### src/scsc_pkg.sv
// Package: register map, field layouts, timing counts and states
package scsc_pkg;

  // Register byte offsets
  localparam logic [4:0] CTRL_OFF  = 5'h00;
  localparam logic [4:0] FLAG_OFF  = 5'h04;
  localparam logic [4:0] TXD_OFF   = 5'h08;
  localparam logic [4:0] RXD_OFF   = 5'h0c;
  localparam logic [4:0] STAT_OFF  = 5'h10;

  // Reset values
  localparam logic [7:0] CTRL_RST  = 8'h00;
  localparam logic [4:0] FLAG_RST  = 5'h08;

  // Base clock cycles per bit and receive latch point
  localparam logic [8:0] BASE_PER_BIT = 9'h174;
  localparam logic [8:0] SAMPLE_TICK  = 9'h0ba;

  // Bit slots within a frame, counted from the start bit
  localparam logic [3:0] PARITY_BIT = 4'h9;
  localparam logic [3:0] ERR_BIT    = 4'ha;
  localparam logic [3:0] ERR_END    = 4'hb;
  localparam logic [3:0] RETRY_BIT  = 4'hc;

  // Control register layout, bit 0 last
  typedef struct packed {
    logic card_mode;
    logic parity_odd;
    logic clock_idle_level;
    logic clock_out_on;
    logic rx_irq_mask;
    logic tx_irq_mask;
    logic rx_enable_bit;
    logic tx_enable_bit;
  } scsc_ctrl_s;

  // Flag register layout, bit 0 last
  typedef struct packed {
    logic error_signal_flag;
    logic tx_done_flag;
    logic overrun_flag;
    logic parity_error_flag;
    logic rx_full_flag;
  } scsc_flag_s;

  typedef enum logic [1:0] {
    ST_IDLE,
    ST_TX,
    ST_RX,
    ST_RX_ERR
  } scsc_state_e;

endpackage

### src/scsc_serial_unit.sv
// Smart card serial unit: APB registers, card clock, frame engine
//
// Local design decisions: the placing of the registers and the APB slave port.
`timescale 1ns/1ps
`default_nettype none

//
// Overview of operation
// - Only transmit-empty, receive-full and link-error requests exist; no transmit-end.
// - Transmit-empty request follows the done flag, gated by the transmit mask.
// - Receive-full request follows the full flag, gated by the receive mask.
// - Link-error request follows overrun, parity or error-signal, gated by receive mask.
// - A DMA transmit data write clears the transmit done flag.
// - A rejected character is resent automatically; done stays clear meanwhile.
// - Error-signal flag is only cleared by software, via the flag register.
// - A DMA read of received data clears the receive-full flag.
// - Receive errors set an error flag only, never the full flag.
// - Receiver counts 372 base clocks per bit, latches on the 186th.
// - A parity failure sets the parity flag and not the full flag.
// - A good parity check sets the full flag and raises its request.
// - After a good frame the data line stays released in the error slot.
// - An error signal after transmit sets its flag and leaves done clear.
// - No error signal: done is set and the empty request raised.
// - Clearing clock enable finishes the period, then holds the idle level.
// - After reset the clock pin floats until card mode is selected.
module scsc_serial_unit #(
  parameter int unsigned SCK_HALF = 4
) (
  // Clock and reset
  input  wire logic        clk,
  input  wire logic        rst_b,
  // APB slave
  input  wire logic [4:0]  paddr,
  input  wire logic        psel,
  input  wire logic        penable,
  input  wire logic        pwrite,
  input  wire logic [31:0] pwdata,
  output logic      [31:0] prdata,
  output logic             pready,
  output logic             pslverr,
  // DMA side
  input  wire logic        dma_tx_we,
  input  wire logic [7:0]  dma_tx_data,
  input  wire logic        dma_rx_re,
  output logic      [7:0]  rx_byte,
  // Requests
  output logic             tx_empty_irq,
  output logic             rx_full_irq,
  output logic             link_error_irq,
  // Card pins
  input  wire logic        card_io_in,
  output logic             card_io_out,
  output logic             card_io_oe,
  output logic             card_clk_out,
  output logic             card_clk_oe
);

  //////////////////////////////////////////////////////////////////////////////
  // Register bus

  scsc_pkg::scsc_ctrl_s  ctrl_q;
  scsc_pkg::scsc_flag_s  flag_q;
  scsc_pkg::scsc_flag_s  flag_set;
  scsc_pkg::scsc_flag_s  flag_clr;
  scsc_pkg::scsc_state_e state_q;
  scsc_pkg::scsc_state_e state_d;
  logic [31:0] prdata_q;
  logic        pslverr_q;
  logic [7:0]  rx_data_q;
  logic [7:0]  tx_data_q;
  logic        tx_full_q;
  logic        clk_act_q;
  logic        clk_out_q;
  logic        oe_q;

  wire setup   = psel && !penable;
  wire access  = psel && penable;
  wire wr      = access && pwrite;
  wire hit     = paddr == scsc_pkg::CTRL_OFF || paddr == scsc_pkg::FLAG_OFF
              || paddr == scsc_pkg::TXD_OFF  || paddr == scsc_pkg::RXD_OFF
              || paddr == scsc_pkg::STAT_OFF;
  wire wr_ctrl = wr && paddr == scsc_pkg::CTRL_OFF;
  wire wr_flag = wr && paddr == scsc_pkg::FLAG_OFF;
  wire wr_txd  = wr && paddr == scsc_pkg::TXD_OFF;
  wire tx_load = wr_txd || dma_tx_we;
  wire [7:0] tx_in = dma_tx_we ? dma_tx_data : pwdata[7:0];
  wire [31:0] stat_word = {28'h0000000, oe_q, clk_out_q,
                           state_q != scsc_pkg::ST_IDLE, tx_full_q};

  function automatic logic [31:0] rd_mux(input logic [4:0] a);
    case (a)
      scsc_pkg::CTRL_OFF: rd_mux = {24'h000000, ctrl_q};
      scsc_pkg::FLAG_OFF: rd_mux = {27'h0000000, flag_q};
      scsc_pkg::TXD_OFF:  rd_mux = {24'h000000, tx_data_q};
      scsc_pkg::RXD_OFF:  rd_mux = {24'h000000, rx_data_q};
      scsc_pkg::STAT_OFF: rd_mux = stat_word;
      default:            rd_mux = 32'h00000000;
    endcase
  endfunction

  // Read data and error are captured in the setup cycle
  always_ff @(posedge clk or negedge rst_b) begin
    if (!rst_b) begin
      prdata_q  <= 32'h00000000;
      pslverr_q <= 1'b0;
    end else if (setup) begin
      prdata_q  <= pwrite ? 32'h00000000 : rd_mux(paddr);
      pslverr_q <= !hit;
    end
  end

  assign prdata  = prdata_q;
  assign pready  = 1'b1;
  assign pslverr = access && pslverr_q;

  always_ff @(posedge clk or negedge rst_b) begin
    if (!rst_b) begin
      ctrl_q <= scsc_pkg::scsc_ctrl_s'(scsc_pkg::CTRL_RST);
    end else if (wr_ctrl) begin
      ctrl_q <= scsc_pkg::scsc_ctrl_s'(pwdata[7:0]);
    end
  end

  //////////////////////////////////////////////////////////////////////////////
  // Card clock: toggles stop and start only at duty-preserving edges

  logic [7:0] sck_cnt_q;
  logic       sck_ph_q;
  wire half_end  = sck_cnt_q == 8'(SCK_HALF - 1);
  wire base_tick = half_end && !sck_ph_q;
  wire ph_next   = ~sck_ph_q;
  wire clk_start = half_end && !clk_act_q && ctrl_q.clock_out_on
                && ph_next != ctrl_q.clock_idle_level;
  wire clk_stop  = half_end && clk_act_q && !ctrl_q.clock_out_on
                && ph_next == ctrl_q.clock_idle_level;
  wire act_d     = clk_start ? 1'b1 : clk_stop ? 1'b0 : clk_act_q;
  wire ph_d      = half_end ? ph_next : sck_ph_q;

  always_ff @(posedge clk or negedge rst_b) begin
    if (!rst_b) begin
      sck_cnt_q <= 8'h00;
      sck_ph_q  <= 1'b0;
      clk_act_q <= 1'b0;
      clk_out_q <= 1'b0;
    end else begin
      sck_cnt_q <= half_end ? 8'h00 : sck_cnt_q + 8'h01;
      sck_ph_q  <= ph_d;
      clk_act_q <= act_d;
      clk_out_q <= act_d ? ph_d : ctrl_q.clock_idle_level;
    end
  end

  assign card_clk_out = clk_out_q;
  assign card_clk_oe  = ctrl_q.card_mode;

  //////////////////////////////////////////////////////////////////////////////
  // Data line synchroniser

  logic io_s1_q;
  logic io_s2_q;
  logic io_s3_q;

  always_ff @(posedge clk or negedge rst_b) begin
    if (!rst_b) begin
      io_s1_q <= 1'b1;
      io_s2_q <= 1'b1;
      io_s3_q <= 1'b1;
    end else begin
      io_s1_q <= card_io_in;
      io_s2_q <= io_s1_q;
      io_s3_q <= io_s2_q;
    end
  end

  wire io_fall = io_s3_q && !io_s2_q;

  //////////////////////////////////////////////////////////////////////////////
  // Frame engine

  logic [8:0] cnt_q;
  logic [3:0] bit_q;
  logic [7:0] rx_sh_q;
  logic       err_seen_q;

  wire samp     = base_tick && cnt_q == scsc_pkg::SAMPLE_TICK - 9'h001;
  wire wrap     = base_tick && cnt_q == scsc_pkg::BASE_PER_BIT - 9'h001;
  wire [9:0] tx_frame = {^tx_data_q ^ ctrl_q.parity_odd, tx_data_q, 1'b0};
  wire par_bad  = ^rx_sh_q ^ io_s2_q ^ ctrl_q.parity_odd;
  wire rx_start = state_q == scsc_pkg::ST_IDLE && ctrl_q.rx_enable_bit
               && io_fall;
  wire tx_start = state_q == scsc_pkg::ST_IDLE && ctrl_q.tx_enable_bit
               && !rx_start && tx_full_q;
  wire rx_last  = state_q == scsc_pkg::ST_RX && samp
               && bit_q == scsc_pkg::PARITY_BIT;
  wire tx_check = state_q == scsc_pkg::ST_TX && wrap
               && bit_q == scsc_pkg::ERR_BIT;
  wire tx_ok    = state_q == scsc_pkg::ST_TX && wrap && !err_seen_q
               && bit_q == scsc_pkg::ERR_END;
  wire tx_retry = state_q == scsc_pkg::ST_TX && wrap && err_seen_q
               && bit_q == scsc_pkg::RETRY_BIT;
  wire err_on   = state_q == scsc_pkg::ST_RX_ERR && samp
               && bit_q == scsc_pkg::ERR_BIT;
  wire err_off  = state_q == scsc_pkg::ST_RX_ERR && samp
               && bit_q == scsc_pkg::ERR_END;

  always_comb begin
    state_d = state_q;
    case (state_q)
      scsc_pkg::ST_IDLE: begin
        if (rx_start) begin
          state_d = scsc_pkg::ST_RX;
        end else if (tx_start) begin
          state_d = scsc_pkg::ST_TX;
        end
      end
      scsc_pkg::ST_TX: begin
        if (tx_ok || !ctrl_q.tx_enable_bit) begin
          state_d = scsc_pkg::ST_IDLE;
        end
      end
      scsc_pkg::ST_RX: begin
        if (!ctrl_q.rx_enable_bit) begin
          state_d = scsc_pkg::ST_IDLE;
        end else if (rx_last) begin
          state_d = par_bad ? scsc_pkg::ST_RX_ERR : scsc_pkg::ST_IDLE;
        end
      end
      scsc_pkg::ST_RX_ERR: begin
        if (err_off) begin
          state_d = scsc_pkg::ST_IDLE;
        end
      end
      default: state_d = scsc_pkg::ST_IDLE;
    endcase
  end

  // Open-drain drive: transmit zeros, or the receive error signal
  wire tx_drive = state_q == scsc_pkg::ST_TX && bit_q <= scsc_pkg::PARITY_BIT
               && !tx_frame[bit_q];
  wire oe_d = state_d == scsc_pkg::ST_TX ? tx_drive && !tx_retry
            : err_on ? 1'b1 : err_off ? 1'b0
            : state_q == scsc_pkg::ST_RX_ERR && oe_q;

  always_ff @(posedge clk or negedge rst_b) begin
    if (!rst_b) begin
      state_q <= scsc_pkg::ST_IDLE;
      cnt_q   <= 9'h000;
      bit_q   <= 4'h0;
      oe_q    <= 1'b0;
    end else begin
      state_q <= state_d;
      oe_q    <= oe_d;
      if (rx_start || tx_start || tx_retry) begin
        cnt_q <= 9'h000;
        bit_q <= 4'h0;
      end else if (wrap) begin
        cnt_q <= 9'h000;
        bit_q <= bit_q + 4'h1;
      end else if (base_tick) begin
        cnt_q <= cnt_q + 9'h001;
      end
    end
  end

  always_ff @(posedge clk or negedge rst_b) begin
    if (!rst_b) begin
      rx_sh_q    <= 8'h00;
      rx_data_q  <= 8'h00;
      tx_data_q  <= 8'h00;
      tx_full_q  <= 1'b0;
      err_seen_q <= 1'b0;
    end else begin
      if (state_q == scsc_pkg::ST_RX && samp && bit_q != 4'h0
          && bit_q < scsc_pkg::PARITY_BIT) begin
        rx_sh_q <= {io_s2_q, rx_sh_q[7:1]};
      end
      if (rx_last && !par_bad && !flag_q.rx_full_flag) begin
        rx_data_q <= rx_sh_q;
      end
      if (tx_load) begin
        tx_data_q <= tx_in;
      end
      tx_full_q <= tx_load || (tx_full_q && !tx_start);
      if (tx_start || tx_retry) begin
        err_seen_q <= 1'b0;
      end else if (tx_check) begin
        err_seen_q <= !io_s2_q;
      end
    end
  end

  assign card_io_oe  = oe_q;
  assign card_io_out = 1'b0;
  assign rx_byte     = rx_data_q;

  //////////////////////////////////////////////////////////////////////////////
  // Status flags: a set in the same cycle as a clear wins

  assign flag_set.rx_full_flag      = rx_last && !par_bad
                                   && !flag_q.rx_full_flag;
  assign flag_set.parity_error_flag = rx_last && par_bad;
  assign flag_set.overrun_flag      = rx_last && !par_bad
                                   && flag_q.rx_full_flag;
  assign flag_set.tx_done_flag      = tx_ok;
  assign flag_set.error_signal_flag = tx_check && !io_s2_q;
  assign flag_clr = (wr_flag ? ~scsc_pkg::scsc_flag_s'(pwdata[4:0])
                             : scsc_pkg::scsc_flag_s'(5'h00))
                  | {1'b0, tx_load, 2'b00, dma_rx_re};

  always_ff @(posedge clk or negedge rst_b) begin
    if (!rst_b) begin
      flag_q <= scsc_pkg::scsc_flag_s'(scsc_pkg::FLAG_RST);
    end else begin
      flag_q <= (flag_q & ~flag_clr) | flag_set;
    end
  end

  // Three request lines only
  assign tx_empty_irq   = flag_q.tx_done_flag && ctrl_q.tx_irq_mask;
  assign rx_full_irq    = flag_q.rx_full_flag && ctrl_q.rx_irq_mask;
  assign link_error_irq = ctrl_q.rx_irq_mask && (flag_q.overrun_flag
                       || flag_q.parity_error_flag
                       || flag_q.error_signal_flag);
endmodule

`default_nettype wire

### config.mk
export PLATFORM = sky130hd
export DESIGN_NAME = scsc_serial_unit
export DESIGN_NICKNAME = d
export VERILOG_FILES = /design/src/scsc_pkg.sv /design/src/scsc_serial_unit.sv
export SDC_FILE = /design/constraint.sdc
export NUM_CORES = 1
export LEC_CHECK = 0
export BUFFER_PORTS_ARGS = -buffer_cell sky130_fd_sc_hd__buf_2
export CAP_MARGIN = 40
export CORE_UTILIZATION = 56
export CTS_BUF_LIST = sky130_fd_sc_hd__clkbuf_4 sky130_fd_sc_hd__clkbuf_8
export CTS_CLUSTER_SIZE = 8
export DETAILED_ROUTE_END_ITERATION = 8
export GPL_ROUTABILITY_DRIVEN = 0
export PLACE_DENSITY = 0.89
export SYNTH_ARGS = -nofsm -noshare
export SYNTH_HDL_FRONTEND = slang
export SYNTH_SLANG_ARGS = --single-unit
export TNS_END_PERCENT = 10
### constraint.sdc
create_clock -name clk -period 3.75 [get_ports clk]
set_input_delay 1.125 -clock clk [delete_from_list [all_inputs] [get_ports clk]]
set_output_delay 1.125 -clock clk [all_outputs]
set_load 0.02 [all_outputs]
**After elaboration in Yosys (flattened, before gate mapping)**

Index checks and enable logic that the tools add are counted.

- Bits in registers: 102
- Output and inout port bits: 49

- Reductions and logical operators: 83
- Bitwise gates (word level): 9
- Order comparisons: 3
- Muxes and demuxes: 29
- Equality and inequality tests: 17
- $add $sub $neg: 3

Operators by type and width:

| kind | count |
|---|---|
| logical AND 1 bit | 48 |
| one-hot mux 8 bit (5 select lines) | 1 |
| two-way mux 32 bit | 1 |
| two-way mux 9 bit | 3 |
| == test 4 bit, second input constant | 4 |
| two-way mux 8 bit | 2 |
| XOR reduction 8 bit | 2 |
| zero test 1 bit | 14 |
| two-way mux 2 bit | 7 |
| logical OR 1 bit | 12 |
| == test 5 x 4 -> 1 bit, second input constant | 2 |
| two-way mux 1 bit | 10 |
| NOT 5 bit | 2 |
| adder 9 x 1 -> 9 bit, second input constant | 1 |
| == test 9 x 8 -> 1 bit, second input constant | 1 |
| == test 9 bit, second input constant | 1 |
| adder 8 x 1 -> 8 bit, second input constant | 1 |
| == test 8 x 2 -> 1 bit, second input constant | 1 |
| two-way mux 4 bit | 2 |
| one-hot mux 2 bit (4 select lines) | 1 |
| nonzero test 2 bit | 3 |
| bitwise AND 5 bit | 1 |
| == test 5 x 3 -> 1 bit, second input constant | 1 |
| == test 5 bit, second input constant | 1 |
| other kinds (18) | 22 |

**Logic depth before layout (Yosys ltp)**

Gate-level depths: netlist of run 1.

- Word-level depth: 11
- Gate-level depth with buffers: 11
- Depth with buffers taken out: 9

**Worst setup path before layout of run 1**

No wires, ideal clock.

- Kind: register to register
- Start: reg sck_cnt_q[5]
- End: reg rx_data_q[0] (netlist: rx_byte[0])
- Slack: 0.677 ns
- Data arrival time: 2.948 ns
- Library setup time: 0.125 ns
- Clock period less this slack: 3.073 ns
- Cell stages (with the launch flop): 10
- Path buffers: 1
- Cells stage by stage: dfrtp_1 > or4_1 > nor3_1 > ha_1 > buf_4 > nand2b_1 > nor3_2 > and4_1 > nor3b_4 > mux2_2

- Cells in the longest elaborated chain, start to end: 7

RTL lines:

| what | line | RTL |
|---|---|---|
| start: declaration | scsc_serial_unit.sv:127 | `logic [7:0] sck_cnt_q;` |
| start signal: assignment | scsc_serial_unit.sv:146 | `sck_cnt_q <= half_end ? 8'h00 : sck_cnt_q + 8'h01;` |
| == test 8 x 2 -> 1 bit | scsc_serial_unit.sv:129 | `wire half_end = sck_cnt_q == 8'(SCK_HALF - 1);` |
| logical AND 1 bit | scsc_serial_unit.sv:130 | `wire base_tick = half_end && !sck_ph_q;` |
| logical AND 1 bit | scsc_serial_unit.sv:185 | `wire samp = base_tick && cnt_q == scsc_pkg::SAMPLE_TICK - 9'h001;` |
| logical AND 1 bit | scsc_serial_unit.sv:193 | `wire rx_last = state_q == scsc_pkg::ST_RX && samp` |
| logical AND 1 bit | scsc_serial_unit.sv:194 | `&& bit_q == scsc_pkg::PARITY_BIT;` |
| logical AND 1 bit (2 in a row) | scsc_serial_unit.sv:277 | `if (rx_last && !par_bad && !flag_q.rx_full_flag) begin` |
| end signal: assignment | scsc_serial_unit.sv:278 | `rx_data_q <= rx_sh_q;` |
| end: declaration | scsc_serial_unit.sv:69 | `logic [7:0] rx_data_q;` |

Every way passes these cells.
A chain may end at the register's enable or synchronous reset.

**Worst setup path after layout of run 1**

- Start: reg sck_cnt_q[5]
- End: reg rx_data_q[2] (netlist: rx_byte[2])

Same word-level chain as after synthesis.

==> results of run 1 <==
## cells in the mapped netlist, types with 2 or more instances
cell type / instances
sky130_fd_sc_hd__nor4_1: 3
sky130_fd_sc_hd__o21ai_0: 27
sky130_fd_sc_hd__xnor2_1: 18
sky130_fd_sc_hd__nand3_1: 12
sky130_fd_sc_hd__nand4b_1: 2
sky130_fd_sc_hd__nand4bb_1: 2
sky130_fd_sc_hd__o21bai_1: 2
sky130_fd_sc_hd__dfstp_2: 4
sky130_fd_sc_hd__mux4_2: 2
sky130_fd_sc_hd__a22oi_1: 3
sky130_fd_sc_hd__conb_1: 2
sky130_fd_sc_hd__nand3b_1: 2
sky130_fd_sc_hd__and4_1: 3
sky130_fd_sc_hd__o211ai_1: 4
sky130_fd_sc_hd__a221oi_1: 2
sky130_fd_sc_hd__o21a_1: 2
sky130_fd_sc_hd__a22o_1: 2
sky130_fd_sc_hd__mux2i_1: 21
sky130_fd_sc_hd__nand2_1: 40
sky130_fd_sc_hd__nor3_1: 7
sky130_fd_sc_hd__and3_1: 6
sky130_fd_sc_hd__a21oi_1: 5
sky130_fd_sc_hd__buf_4: 27
sky130_fd_sc_hd__nand4_1: 5
sky130_fd_sc_hd__inv_1: 10
sky130_fd_sc_hd__nor2b_1: 6
sky130_fd_sc_hd__or2_2: 3
sky130_fd_sc_hd__mux2_2: 27
sky130_fd_sc_hd__nor2_1: 20
sky130_fd_sc_hd__dfrtp_1: 74
sky130_fd_sc_hd__ha_1: 9
sky130_fd_sc_hd__nor3_2: 2
sky130_fd_sc_hd__or3_1: 6
sky130_fd_sc_hd__clkbuf_1: 9
sky130_fd_sc_hd__and2_1: 2
sky130_fd_sc_hd__nand2b_1: 8
sky130_fd_sc_hd__xor2_1: 4
sky130_fd_sc_hd__o2bb2ai_1: 2
sky130_fd_sc_hd__a211oi_1: 4
sky130_fd_sc_hd__o2111ai_1: 2
sky130_fd_sc_hd__a31oi_1: 3
## kinds of logic after synthesis
| kind of cell | Yosys count | synth area share |
|---|---|---|
| compound gates | 69 | 0.106 |
| xor+xnor | 25 | 0.0588 |
| fa+ha+maj | 9 | 0.0259 |
| buf+inv | 48 | 0.0651 |
| flops | 78 | 0.451 |
| mux | 50 | 0.129 |
| other cells | 2 | 0.00173 |
| simple gates | 133 | 0.163 |
## through the flow
| step | cells | power (uW) |
|---|---|---|
| floorplan | 438 | 1120 |
| global placement | 552 | 1160 |
| detailed placement | 553 | 1180 |
| CTS | 569 | 1890 |
| global route | 569 | 1970 |
| finish | 569 | 1880 |
## cells in the final DEF, fill, tap and decap left out, drive strengths merged, types with 3 or more instances in the layout
master | Yosys | routed
dfrtp | 74 | 74
buf | 29 | 54
nand2 | 40 | 40
o21ai | 27 | 27
mux2 | 27 | 27
conb | 2 | 26
mux2i | 21 | 21
nor2 | 21 | 21
xnor2 | 19 | 19
nand3 | 12 | 12
inv | 10 | 12
ha | 9 | 9
clkbuf | 9 | 9
nor3 | 9 | 9
nand2b | 8 | 8
nor2b | 6 | 6
or3 | 6 | 6
and3 | 6 | 6
nand4 | 5 | 5
a21oi | 5 | 5
o211ai | 4 | 4
xor2 | 4 | 4
a211oi | 4 | 4
dfstp | 4 | 4
nor4 | 3 | 3
and4 | 3 | 3
a31oi | 3 | 3
or2 | 3 | 3
a22oi | 3 | 3
clkinv | 0 | 3
## per-layer routing
layer / track usage / vias to the layer above
li1: - / 1533
met1: 0.326 / 1678
met2: 0.413 / 152
met3: 0.0601 / 27
met4: 0.0887 / 0
met5: 0 / -
## flip-flops by register name (all words and copies together) (netlist names)
name / cells
io_s1_q: 1
prdata: 8
sck_cnt_q: 8
err_seen_q: 1
rx_sh_q: 8
card_clk_oe: 1
clk_act_q: 1
pslverr_q: 1
rx_byte: 8
card_clk_out: 1
io_s2_q: 1
ctrl_q: 7
state_q: 2
card_io_oe: 1
flag_q: 5
sck_ph_q: 1
tx_data_q: 8
tx_full_q: 1
bit_q: 4
io_s3_q: 1
cnt_q: 9
## worst min path at each step
stage / cells after the start / slack (ns) / end / start
final: 0 / 0.36 / io_s2_q$_DFF_PN1_ / io_s1_q$_DFF_PN1_
after global routing: 0 / 0.36 / io_s2_q$_DFF_PN1_ / io_s1_q$_DFF_PN1_
after CTS: 0 / 0.36 / io_s2_q$_DFF_PN1_ / io_s1_q$_DFF_PN1_
after detailed placement: 0 / 0.35 / io_s2_q$_DFF_PN1_ / io_s1_q$_DFF_PN1_
after global placement: 0 / 0.35 / io_s2_q$_DFF_PN1_ / io_s1_q$_DFF_PN1_
after floorplan: 0 / 0.35 / io_s2_q$_DFF_PN1_ / io_s1_q$_DFF_PN1_
## worst max-delay path: cells and delay by family, from the launching register on
kind | cells | cell delay, ns
adder cells (fa/ha/maj) | 1 | 0.29
flip-flops | 1 | 0.43
AND/OR/NAND/NOR | 6 | 2.20
multiplexers | 1 | 0.41
## area by class of cell
cell class / instances / area [um2]
fillers: 544 / 2520
flip-flops and latches: 78 / 1960
clock buffers: 9 / 124
inverters: 10 / 37.5
well taps: 99 / 124
repair buffers: 54 / 300
clock inverters: 7 / 106
multi-input cells: 312 / 2200
## where the power goes
group	switching, uW	internal, uW	total (uW)
Combinational	135	98.9	234
Sequential	52.5	881	934
Clock	332	385	717
==> impl_metrics.prom, run 1 <==
# TYPE chip_impl_metric gauge
chip_impl_info{name="status",value="complete, no violations"} 1
chip_impl_metric{name="setup_viol",unit=""} 0
chip_impl_metric{name="final_net_count",unit=""} 527
chip_impl_metric{name="critical_path_peak_fanout",unit=""} 9
chip_impl_metric{name="crit_required",unit="ns"} 3.99
chip_impl_metric{name="timing.max_cap.violations",unit=""} 0
chip_impl_metric{name="routedLengthMet1",unit="mm"} 4.03
chip_impl_metric{name="insertedDiodeCount",unit=""} 0
chip_impl_info{name="reg_to_reg_start",value="sck_cnt_q[5]$_DFF_PN0_"} 1
chip_impl_metric{name="grt_max_degree",unit=""} 59
chip_impl_metric{name="buffer_levels_on_the_longest_clock_path",unit=""} 2
chip_impl_info{name="hold_path_class",value="register to register"} 1
chip_impl_info{name="cts_root_buf",value="sky130_fd_sc_hd__clkbuf_8"} 1
chip_impl_info{name="tritoncts_clock_tree",value="built"} 1
chip_impl_info{name="postSynth.topFlopCell",value="sky130_fd_sc_hd__dfrtp_1"} 1
chip_impl_metric{name="worst_pin_slew",unit="ns"} 0.777
chip_impl_metric{name="post_synth_inst_count",unit=""} 414
chip_impl_metric{name="cts.hold.buffers_added",unit=""} 0
chip_impl_metric{name="hold_viol",unit=""} 0
chip_impl_metric{name="hold-worst-slack",unit="ns"} 0.359
chip_impl_metric{name="detail_route.vias_per_cell",unit=""} 5.96
chip_impl_metric{name="clock.fmax",unit="GHz"} 0.289
chip_impl_metric{name="final_core_utilization",unit=""} 0.657
chip_impl_metric{name="initial_utilization",unit=""} 0.589
chip_impl_info{name="kind_of_capture_point_of_the_worst_setup_path",value="register"} 1
chip_impl_metric{name="port_buffers",unit=""} 51
chip_impl_metric{name="globalRouteTotalUtil",unit=""} 0.251
chip_impl_metric{name="detailedPlacementHpwl",unit="mm"} 7.05
chip_impl_metric{name="wl_per_cell",unit="um"} 17.0
chip_impl_metric{name="synth.top_cell.area_share",unit=""} 0.427
chip_impl_metric{name="yosys_warns",unit=""} 0
chip_impl_metric{name="synth_enable_flop_cells",unit=""} 0
chip_impl_metric{name="grt_antenna_before_repair",unit=""} 0
chip_impl_metric{name="netlist-cell-type-count",unit=""} 61
chip_impl_info{name="critical_path.startpoint_type",value="register"} 1
chip_impl_metric{name="top_level_ports",unit=""} 102
chip_impl_metric{name="detailed_route_via_count",unit=""} 3390
chip_impl_metric{name="p_leak",unit="uW"} 0.00227
chip_impl_metric{name="worstSkewPairLatency",unit="ns"} 0.36
chip_impl_metric{name="drc",unit=""} 0
chip_impl_metric{name="wl",unit="mm"} 9.65
chip_impl_info{name="cp_cell_sequence",value="or4_1 > nor3_2 > ha_1 > nand2b_1 > nor3_2 > and4_1 > nor3b_4 > mux2_2"} 1
chip_impl_metric{name="worst-r2r-setup-slack",unit="ns"} 0.29
chip_impl_metric{name="cts_sinks",unit=""} 78
chip_impl_metric{name="met3WireLength",unit="um"} 633
chip_impl_info{name="endpoint",value="rx_byte[2]$_DFFE_PN0P_"} 1
chip_impl_info{name="cp-startpoint",value="sck_cnt_q[5]$_DFF_PN0_"} 1
chip_impl_info{name="worstReg2RegEnd",value="rx_byte[2]$_DFFE_PN0P_"} 1
chip_impl_metric{name="global_route_wire_length_before_repair",unit="mm"} 16.1
chip_impl_metric{name="finish.instance_area",unit="mm2"} 0.00484
chip_impl_info{name="cpMostUsedCell",value="sky130_fd_sc_hd__nor3_2"} 1
chip_impl_metric{name="dr.first_iter.drc_count",unit=""} 322
chip_impl_info{name="synthTopCellsByArea",value="sky130_fd_sc_hd__dfrtp_1, sky130_fd_sc_hd__mux2_2, sky130_fd_sc_hd__mux2i_1"} 1
chip_impl_metric{name="area_growth",unit="%"} 11.6
chip_impl_metric{name="syn_area_per_cell",unit="um2"} 10.5
chip_impl_metric{name="first_global_vias",unit=""} 3278
chip_impl_metric{name="portion_of_the_clock_cycle_consumed_by_the_worst_path_in_the_final_layout",unit=""} 0.922
chip_impl_metric{name="worst-r2r-cell-count",unit=""} 8
chip_impl_metric{name="drive_above_1_share",unit=""} 0.245
chip_impl_info{name="yosys.area.top_type",value="sky130_fd_sc_hd__dfrtp_1"} 1
chip_impl_metric{name="die_area",unit="mm2"} 0.00811
chip_impl_info{name="critPathKind",value="register to register"} 1
chip_impl_metric{name="fp.dieH",unit="um"} 90.0
chip_impl_metric{name="fp.dieW",unit="um"} 90.0
chip_impl_metric{name="maxSlewHeadroom",unit=""} 0.479
chip_impl_metric{name="max-vdd-ir-drop",unit="mV"} 0.451
chip_impl_metric{name="final_antenna_net_count",unit=""} 0
chip_impl_info{name="cp_slowest_cell",value="sky130_fd_sc_hd__or4_1"} 1
chip_impl_info{name="grt_setup_unrepaired",value="no"} 1
chip_impl_metric{name="yosysSeqAreaShare",unit=""} 0.451
chip_impl_metric{name="drtPass1Iterations",unit=""} 5
chip_impl_metric{name="post-route-min-period",unit="ns"} 3.46
chip_impl_metric{name="critPathMaxStageDelay",unit="ns"} 0.59
chip_impl_metric{name="pre_cts_ws",unit="ns"} 0.252
chip_impl_metric{name="coreArea",unit="mm2"} 0.00737
chip_impl_metric{name="p_per_area",unit="mW/mm2"} 389
chip_impl_metric{name="mappedNetlistArea",unit="mm2"} 0.00434
chip_impl_metric{name="cts.clk_slew.worst_paths",unit="ns"} 0.09
chip_impl_metric{name="detailroute.wirelength.met2",unit="mm"} 4.77
chip_impl_metric{name="final.setup.tns",unit="ns"} 0
chip_impl_info{name="highest-signal-layer",value="met4"} 1
chip_impl_metric{name="post_cts.repair.setup_buffers",unit=""} 0
chip_impl_metric{name="numCtsBuffers",unit=""} 9
chip_impl_metric{name="timing_max_transition_violations_final",unit=""} 0
chip_impl_metric{name="grt_overflow_total",unit=""} 0
chip_impl_metric{name="synth_seq_cells",unit=""} 78
chip_impl_metric{name="cts_resized",unit=""} 0
chip_impl_metric{name="site_rows",unit=""} 31
chip_impl_metric{name="setup_ws",unit="ns"} 0.293
chip_impl_metric{name="h-tree-depth",unit=""} 3
chip_impl_metric{name="placedInstanceArea",unit="mm2"} 0.00461
chip_impl_metric{name="fin_worst_skew",unit="ns"} 0.00978
chip_impl_metric{name="worst-endpoint-arrival",unit="ns"} 3.69
chip_impl_metric{name="share_of_async_settable_or_async_resettable_flops_after_synthesis",unit=""} 1.00
No activity file was read; power rests on OpenSTA's default activity.
==> run 2: changes to the inputs <==
==> constraint.sdc (replaced) <==
create_clock -name clk -period 3.57 [get_ports clk]
set_input_delay 1.071 -clock clk [delete_from_list [all_inputs] [get_ports clk]]
set_output_delay 1.071 -clock clk [all_outputs]
set_load 0.02 [all_outputs]
==> run 2 against run 1 <==
Clock-buffer cell count unchanged. Clock skew up 0.0061 ns. Utilization fell by 0.22 points. Hold slack got worse by 0.0014 ns. Register-to-register slack lost 0.10 ns. Global-route usage is essentially flat. Largest cell class unchanged. Via count grew 0.47%. Power is 1.2% higher. Final cell count grew 0.35%. Non-clock buffer count rose by 2. Die area did not move.
==> impl_metrics.prom, run 2 (synthesis results as in run 1) <==
# TYPE chip_impl_metric gauge
chip_impl_metric{name="hold_viol",unit=""} 0
chip_impl_metric{name="global_route_wire_length_before_repair",unit="mm"} 16.0
chip_impl_metric{name="post-route-min-period",unit="ns"} 3.38
chip_impl_metric{name="final_antenna_net_count",unit=""} 0
chip_impl_info{name="tritoncts_clock_tree",value="built"} 1
chip_impl_info{name="status",value="complete, no violations"} 1
chip_impl_metric{name="dp_cells",unit=""} 555
chip_impl_metric{name="clock.fmax",unit="GHz"} 0.296
chip_impl_metric{name="final_net_count",unit=""} 529
chip_impl_metric{name="insertedDiodeCount",unit=""} 0
chip_impl_metric{name="cts.hold.buffers_added",unit=""} 0
chip_impl_metric{name="dr.first_iter.drc_count",unit=""} 290
chip_impl_info{name="critical_path.startpoint_type",value="register"} 1
chip_impl_metric{name="grt_overflow_total",unit=""} 0
chip_impl_metric{name="first_global_vias",unit=""} 3250
chip_impl_metric{name="max-vdd-ir-drop",unit="mV"} 0.393
chip_impl_metric{name="detailedPlacementHpwl",unit="mm"} 7.17
chip_impl_metric{name="clock_power_share",unit=""} 0.358
chip_impl_metric{name="pre_cts_ws",unit="ns"} 0.293
chip_impl_metric{name="fp.dieW",unit="um"} 90.0
chip_impl_info{name="most_common_cell_after_layout_fill_and_taps_aside",value="sky130_fd_sc_hd__dfrtp_1"} 1
chip_impl_metric{name="top_level_ports",unit=""} 102
chip_impl_metric{name="setup_viol",unit=""} 0
chip_impl_info{name="final_cell_mix",value="sky130_fd_sc_hd__dfrtp_1, sky130_fd_sc_hd__buf_2, sky130_fd_sc_hd__nand2_1"} 1
chip_impl_metric{name="cts.clk_slew.worst_paths",unit="ns"} 0.08
chip_impl_metric{name="final_non_filler_cells",unit=""} 571
chip_impl_metric{name="p_comb_frac",unit=""} 0.128
chip_impl_metric{name="crit_required",unit="ns"} 3.81
chip_impl_metric{name="cell_internal_pwr",unit="uW"} 1360
chip_impl_info{name="hold_path_class",value="register to register"} 1
chip_impl_metric{name="power.share.switching",unit=""} 0.286
chip_impl_metric{name="sequential_cell_fraction_of_total_power",unit=""} 0.514
chip_impl_info{name="largest_register",value="cnt_q"} 1
chip_impl_metric{name="critical_path_peak_fanout",unit=""} 9
chip_impl_info{name="grt_setup_unrepaired",value="no"} 1
chip_impl_metric{name="port_buffers",unit=""} 51
chip_impl_metric{name="final.setup.tns",unit="ns"} 0
chip_impl_metric{name="drive_above_1_share",unit=""} 0.246
chip_impl_metric{name="grt_max_degree",unit=""} 59
chip_impl_metric{name="p_leak",unit="uW"} 0.00226
chip_impl_metric{name="grt_antenna_before_repair",unit=""} 0
chip_impl_metric{name="post_cts.repair.setup_buffers",unit=""} 0
chip_impl_metric{name="area_growth",unit="%"} 11.2
chip_impl_metric{name="cts_resized",unit=""} 0
chip_impl_metric{name="worst-r2r-cell-count",unit=""} 8
chip_impl_metric{name="fp.dieH",unit="um"} 90.0
chip_impl_metric{name="power.switching",unit="uW"} 545
chip_impl_metric{name="detailed_route_via_count",unit=""} 3406
chip_impl_metric{name="globalRouteTotalUtil",unit=""} 0.251
chip_impl_metric{name="wl_per_cell",unit="um"} 16.8
chip_impl_metric{name="h-tree-depth",unit=""} 3
chip_impl_metric{name="buffer_levels_on_the_longest_clock_path",unit=""} 2
chip_impl_info{name="kind_of_capture_point_of_the_worst_setup_path",value="register"} 1
chip_impl_metric{name="timing.max_cap.violations",unit=""} 0
chip_impl_metric{name="fin_worst_skew",unit="ns"} 0.0159
chip_impl_metric{name="largest_register_ffs",unit=""} 9
chip_impl_info{name="critPathKind",value="register to register"} 1
chip_impl_metric{name="initial_utilization",unit=""} 0.589
chip_impl_metric{name="setup_ws",unit="ns"} 0.190
chip_impl_metric{name="p_per_area",unit="mW/mm2"} 395
chip_impl_metric{name="portion_of_the_clock_cycle_consumed_by_the_worst_path_in_the_final_layout",unit=""} 0.947
chip_impl_metric{name="worst_pin_slew",unit="ns"} 0.726
chip_impl_metric{name="coreArea",unit="mm2"} 0.00737
chip_impl_metric{name="maxSlewHeadroom",unit=""} 0.513
chip_impl_metric{name="cts_sinks",unit=""} 78
chip_impl_metric{name="timing_max_transition_violations_final",unit=""} 0
chip_impl_metric{name="drc",unit=""} 0
chip_impl_metric{name="worstSkewPairLatency",unit="ns"} 0.36
chip_impl_metric{name="drtPass1Iterations",unit=""} 5
chip_impl_metric{name="site_rows",unit=""} 31
chip_impl_metric{name="wl",unit="mm"} 9.59
chip_impl_info{name="cts_root_buf",value="sky130_fd_sc_hd__clkbuf_8"} 1
chip_impl_metric{name="die_area",unit="mm2"} 0.00811
chip_impl_metric{name="holdPathStages",unit=""} 0
chip_impl_metric{name="detail_route.vias_per_cell",unit=""} 5.96
chip_impl_metric{name="worst-endpoint-arrival",unit="ns"} 3.62
chip_impl_metric{name="numCtsBuffers",unit=""} 9
run 2: power groups by stage:
stage	Clock, uW	Sequential [uW]	Combinational [uW]
after global routing	737	988	275
final	683	981	244
after CTS	695	980	244
after floorplan	0	983	191
after detailed placement	0	997	242
after global placement	0	993	229
run 2: worst max-delay path, cell delays in order (launching register included):
cell and delay [ns]:
sky130_fd_sc_hd__dfrtp_1 0.43, sky130_fd_sc_hd__or4_1 0.58, sky130_fd_sc_hd__nor3_1 0.31, sky130_fd_sc_hd__ha_1 0.29
sky130_fd_sc_hd__nand2b_1 0.15, sky130_fd_sc_hd__nor3_2 0.32, sky130_fd_sc_hd__and4_1 0.28, sky130_fd_sc_hd__nor3b_4 0.49
sky130_fd_sc_hd__mux2_2 0.40
run 2: cell type report:
cell class / count / area, um2
tap: 99 / 124
timing repair buffer: 56 / 315
multi-input combinational: 312 / 2190
clock buffer: 9 / 124
sequential: 78 / 1960
fill: 559 / 2540
inverter: 10 / 37.5
clock inverter: 7 / 80.1
run 2: worst paths after layout:
| check | start | endpoint | slack, ns |
|---|---|---|---|
| setup reg to reg | sck_cnt_q[5]$_DFF_PN0_ | rx_byte[3]$_DFFE_PN0P_ | 0.19 |
| hold reg to reg | io_s1_q$_DFF_PN1_ | io_s2_q$_DFF_PN1_ | 0.36 |
| hold / removal | io_s1_q$_DFF_PN1_ | io_s2_q$_DFF_PN1_ | 0.36 |
| setup / recovery | sck_cnt_q[5]$_DFF_PN0_ | rx_byte[3]$_DFFE_PN0P_ | 0.19 |
| min in group asynchronous | rst_b | prdata[1]$_DFFE_PN0P_ | 0.60 |
| max in group asynchronous | rst_b | io_s2_q$_DFF_PN1_ | 2.36 |
run 2: per-layer routing:
layer | vias up | track usage | wire length [um]
met5 | - | 0 | 0
met4 | 0 | 0.138 | 332
met3 | 34 | 0.0601 | 702
met2 | 176 | 0.392 | 4570
met1 | 1665 | 0.323 | 3990
li1 | 1531 | - | -
run 2: metrics by stage:
step / power [uW] / hold slack [ns] / utilization / instance area [um2]
finish: 1910 / 0.357 / 0.655 / 4830
global route: 2000 / 0.361 / 0.655 / 4830
CTS: 1920 / 0.358 / 0.655 / 4830
detailed placement: 1240 / 0.347 / 0.628 / 4620
global placement: 1220 / 0.345 / 0.624 / 4600
floorplan: 1170 / 0.345 / - / 4430
==> run 3: changes to the inputs <==
--- a/config.mk
+++ b/config.mk
@@ -12,7 +12,7 @@
 export CTS_CLUSTER_SIZE = 8
 export DETAILED_ROUTE_END_ITERATION = 8
 export GPL_ROUTABILITY_DRIVEN = 0
-export PLACE_DENSITY = 0.89
+export PLACE_DENSITY = 0.86
 export SYNTH_ARGS = -nofsm -noshare
 export SYNTH_HDL_FRONTEND = slang
 export SYNTH_SLANG_ARGS = --single-unit
==> run 3 against run 2 <==
Register-to-register slack worse by 0.02 ns. Via count decreased by 2.8%. Non-clock buffer count unchanged. Flip-flop and latch count stayed put. Sequential share of layout area rose by 0.14 points. Clock-buffer cell count stayed put. Wire length decreased by 1.6%. Clock power fell by 7.0%. Worst setup slack worse by 0.019 ns. Die area stayed put. Clock skew down 0.0025 ns. Highest routed layer unchanged.
==> impl_metrics.prom, run 3 (synthesis results as in run 1) <==
# TYPE chip_impl_metric gauge
chip_impl_info{name="status",value="complete, no violations"} 1
chip_impl_metric{name="clock_power_share",unit=""} 0.342
chip_impl_metric{name="wl_per_cell",unit="um"} 16.5
chip_impl_metric{name="initial_utilization",unit=""} 0.589
chip_impl_metric{name="worst_pin_slew",unit="ns"} 0.742
chip_impl_metric{name="wl",unit="mm"} 9.43
chip_impl_metric{name="insertedDiodeCount",unit=""} 0
chip_impl_metric{name="p_comb_frac",unit=""} 0.130
chip_impl_metric{name="clock.fmax",unit="GHz"} 0.294
chip_impl_metric{name="drtPass1Iterations",unit=""} 4
chip_impl_metric{name="worstSkewPairLatency",unit="ns"} 0.36
chip_impl_metric{name="p_per_area",unit="mW/mm2"} 386
chip_impl_metric{name="use_met3",unit=""} 0.0525
chip_impl_info{name="largest_register",value="cnt_q"} 1
chip_impl_metric{name="buffer_levels_on_the_longest_clock_path",unit=""} 2
chip_impl_info{name="grt_most_used_layer",value="met2"} 1
chip_impl_metric{name="dp_cells",unit=""} 555
chip_impl_metric{name="cts.hold.buffers_added",unit=""} 0
chip_impl_metric{name="hold_viol",unit=""} 0
chip_impl_metric{name="grt_util_met1",unit=""} 0.334
chip_impl_metric{name="fin_worst_skew",unit="ns"} 0.0134
chip_impl_metric{name="numCtsBuffers",unit=""} 9
chip_impl_metric{name="timing.max_cap.violations",unit=""} 0
chip_impl_metric{name="maxSlewHeadroom",unit=""} 0.502
chip_impl_metric{name="coreArea",unit="mm2"} 0.00737
chip_impl_metric{name="p_leak",unit="uW"} 0.00225
chip_impl_info{name="hold_path_class",value="register to register"} 1
chip_impl_info{name="grt_setup_unrepaired",value="no"} 1
chip_impl_metric{name="critPathMaxStageDelay",unit="ns"} 0.58
chip_impl_info{name="cts_root_buf",value="sky130_fd_sc_hd__clkbuf_8"} 1
chip_impl_metric{name="power.switching",unit="uW"} 559
chip_impl_metric{name="cts_resized",unit=""} 0
chip_impl_metric{name="global_route_wire_length_before_repair",unit="mm"} 15.7
chip_impl_metric{name="setup_viol",unit=""} 0
chip_impl_info{name="tritoncts_clock_tree",value="built"} 1
chip_impl_metric{name="drive_above_1_share",unit=""} 0.246
chip_impl_metric{name="detailed_route_via_count",unit=""} 3311
chip_impl_metric{name="power.share.switching",unit=""} 0.301
chip_impl_metric{name="cts_sinks",unit=""} 78
chip_impl_metric{name="post_cts.repair.setup_buffers",unit=""} 0
chip_impl_metric{name="hold-worst-slack",unit="ns"} 0.358
chip_impl_metric{name="detail_route.vias_per_cell",unit=""} 5.80
chip_impl_metric{name="crit_required",unit="ns"} 3.82
chip_impl_metric{name="port_buffers",unit=""} 51
chip_impl_metric{name="finish.instance_area",unit="mm2"} 0.00481
chip_impl_info{name="final_cell_mix",value="sky130_fd_sc_hd__dfrtp_1, sky130_fd_sc_hd__buf_2, sky130_fd_sc_hd__nand2_1"} 1
chip_impl_metric{name="cts.clk_slew.worst_paths",unit="ns"} 0.09
chip_impl_metric{name="top_level_ports",unit=""} 102
chip_impl_metric{name="drc",unit=""} 0
chip_impl_metric{name="worst-endpoint-arrival",unit="ns"} 3.65
chip_impl_metric{name="site_rows",unit=""} 31
chip_impl_metric{name="die_area",unit="mm2"} 0.00811
chip_impl_metric{name="placedInstanceArea",unit="mm2"} 0.00462
chip_impl_metric{name="final_non_filler_cells",unit=""} 571
chip_impl_metric{name="cell_internal_pwr",unit="uW"} 1300
chip_impl_metric{name="final_antenna_net_count",unit=""} 0
chip_impl_metric{name="grt_overflow_total",unit=""} 0
chip_impl_metric{name="area_growth",unit="%"} 10.9
chip_impl_metric{name="h-tree-depth",unit=""} 3
chip_impl_metric{name="sequential_cell_fraction_of_total_power",unit=""} 0.528
chip_impl_metric{name="grt_antenna_before_repair",unit=""} 0
chip_impl_metric{name="detailedPlacementHpwl",unit="mm"} 6.99
chip_impl_info{name="critPathKind",value="register to register"} 1
chip_impl_info{name="cp_slowest_cell",value="sky130_fd_sc_hd__or4_1"} 1
chip_impl_info{name="most_common_cell_after_layout_fill_and_taps_aside",value="sky130_fd_sc_hd__dfrtp_1"} 1
chip_impl_metric{name="fp.dieH",unit="um"} 90.0
chip_impl_metric{name="portion_of_the_clock_cycle_consumed_by_the_worst_path_in_the_final_layout",unit=""} 0.952
chip_impl_metric{name="fp.dieW",unit="um"} 90.0
chip_impl_metric{name="largest_register_ffs",unit=""} 9
chip_impl_info{name="critical_path.startpoint_type",value="register"} 1
chip_impl_metric{name="timing_max_transition_violations_final",unit=""} 0
chip_impl_metric{name="first_global_vias",unit=""} 3219
chip_impl_metric{name="dr.first_iter.drc_count",unit=""} 244
chip_impl_metric{name="globalRouteTotalUtil",unit=""} 0.246
chip_impl_metric{name="post-route-min-period",unit="ns"} 3.40
chip_impl_metric{name="critical_path_peak_fanout",unit=""} 9
chip_impl_metric{name="final_net_count",unit=""} 529
chip_impl_info{name="kind_of_capture_point_of_the_worst_setup_path",value="register"} 1
chip_impl_metric{name="grt_max_degree",unit=""} 60
chip_impl_info{name="cp_cell_sequence",value="or4_1 > nor3_1 > ha_1 > nand2b_1 > nor3_2 > and4_1 > nor3b_4 > mux2_2"} 1
chip_impl_metric{name="max-vdd-ir-drop",unit="mV"} 0.237
chip_impl_metric{name="grtUsageMet2",unit=""} 0.379
chip_impl_metric{name="final.setup.tns",unit="ns"} 0
-- run 3: cell count changes in the layout (fill, tap and decap cells not counted) --
cell / before / now
sky130_fd_sc_hd__clkinvlp_4: 1 / 2
sky130_fd_sc_hd__clkinv_2: 1 / 0
sky130_fd_sc_hd__bufinv_16: 1 / 0
sky130_fd_sc_hd__inv_8: 1 / 2
-- run 3: per-stage QoR --
stage,utilization,total power [uW],worst slack (ns)
2_1_floorplan,-,1170,0.497
3_3_place_gp,0.624,1220,0.373
3_5_place_dp,0.628,1240,0.207
4_1_cts,0.653,1870,0.187
5_1_grt,0.653,1950,0.0312
6_report,0.653,1860,0.171
-- run 3: worst paths after layout --
path,startpoint,endpoint,slack (ns),cells past startpoint
max,sck_cnt_q[5]$_DFF_PN0_,rx_byte[6]$_DFFE_PN0P_,0.17,8
min,io_s1_q$_DFF_PN1_,io_s2_q$_DFF_PN1_,0.36,0
max reg2reg,sck_cnt_q[5]$_DFF_PN0_,rx_byte[6]$_DFFE_PN0P_,0.17,8
min reg2reg,io_s1_q$_DFF_PN1_,io_s2_q$_DFF_PN1_,0.36,0
max in group asynchronous,rst_b,io_s2_q$_DFF_PN1_,2.38,2
min in group asynchronous,rst_b,cnt_q[2]$_DFFE_PN0P_,0.58,1
-- run 3: area by class of cell --
class,count,area (um2)
Inverter,10,37.5
Multi-Input combinational cell,312,2190
Fill cell,545,2560
Clock buffer,9,124
Timing Repair Buffer,56,315
Clock inverter,7,63.8
Sequential cell,78,1960
Tap cell,99,124
-- run 3: critical path, delay by kind of cell (launching register included) --
| kind | cells | cell delay, ns |
|---|---|---|
| fa+ha+maj | 1 | 0.30 |
| flops | 1 | 0.43 |
| mux | 1 | 0.41 |
| simple gates | 6 | 2.15 |
-- run 3: metal layers --
metal | part of all wire | vias up | wire, um
met2 | 0.47 | 139 | 4460
li1 | - | 1528 | -
met3 | 0.057 | 26 | 539
met1 | 0.45 | 1618 | 4220
met4 | 0.023 | 0 | 219
met5 | 0 | - | 0
-- run 3: power by group through the flow --
stage | logic, uW | clock network [uW] | registers (uW)
after floorplan | 191 | 0 | 983
after global placement | 230 | 0 | 993
after detailed placement | 240 | 0 | 996
after CTS | 241 | 649 | 978
after global routing | 270 | 695 | 987
final | 241 | 635 | 980
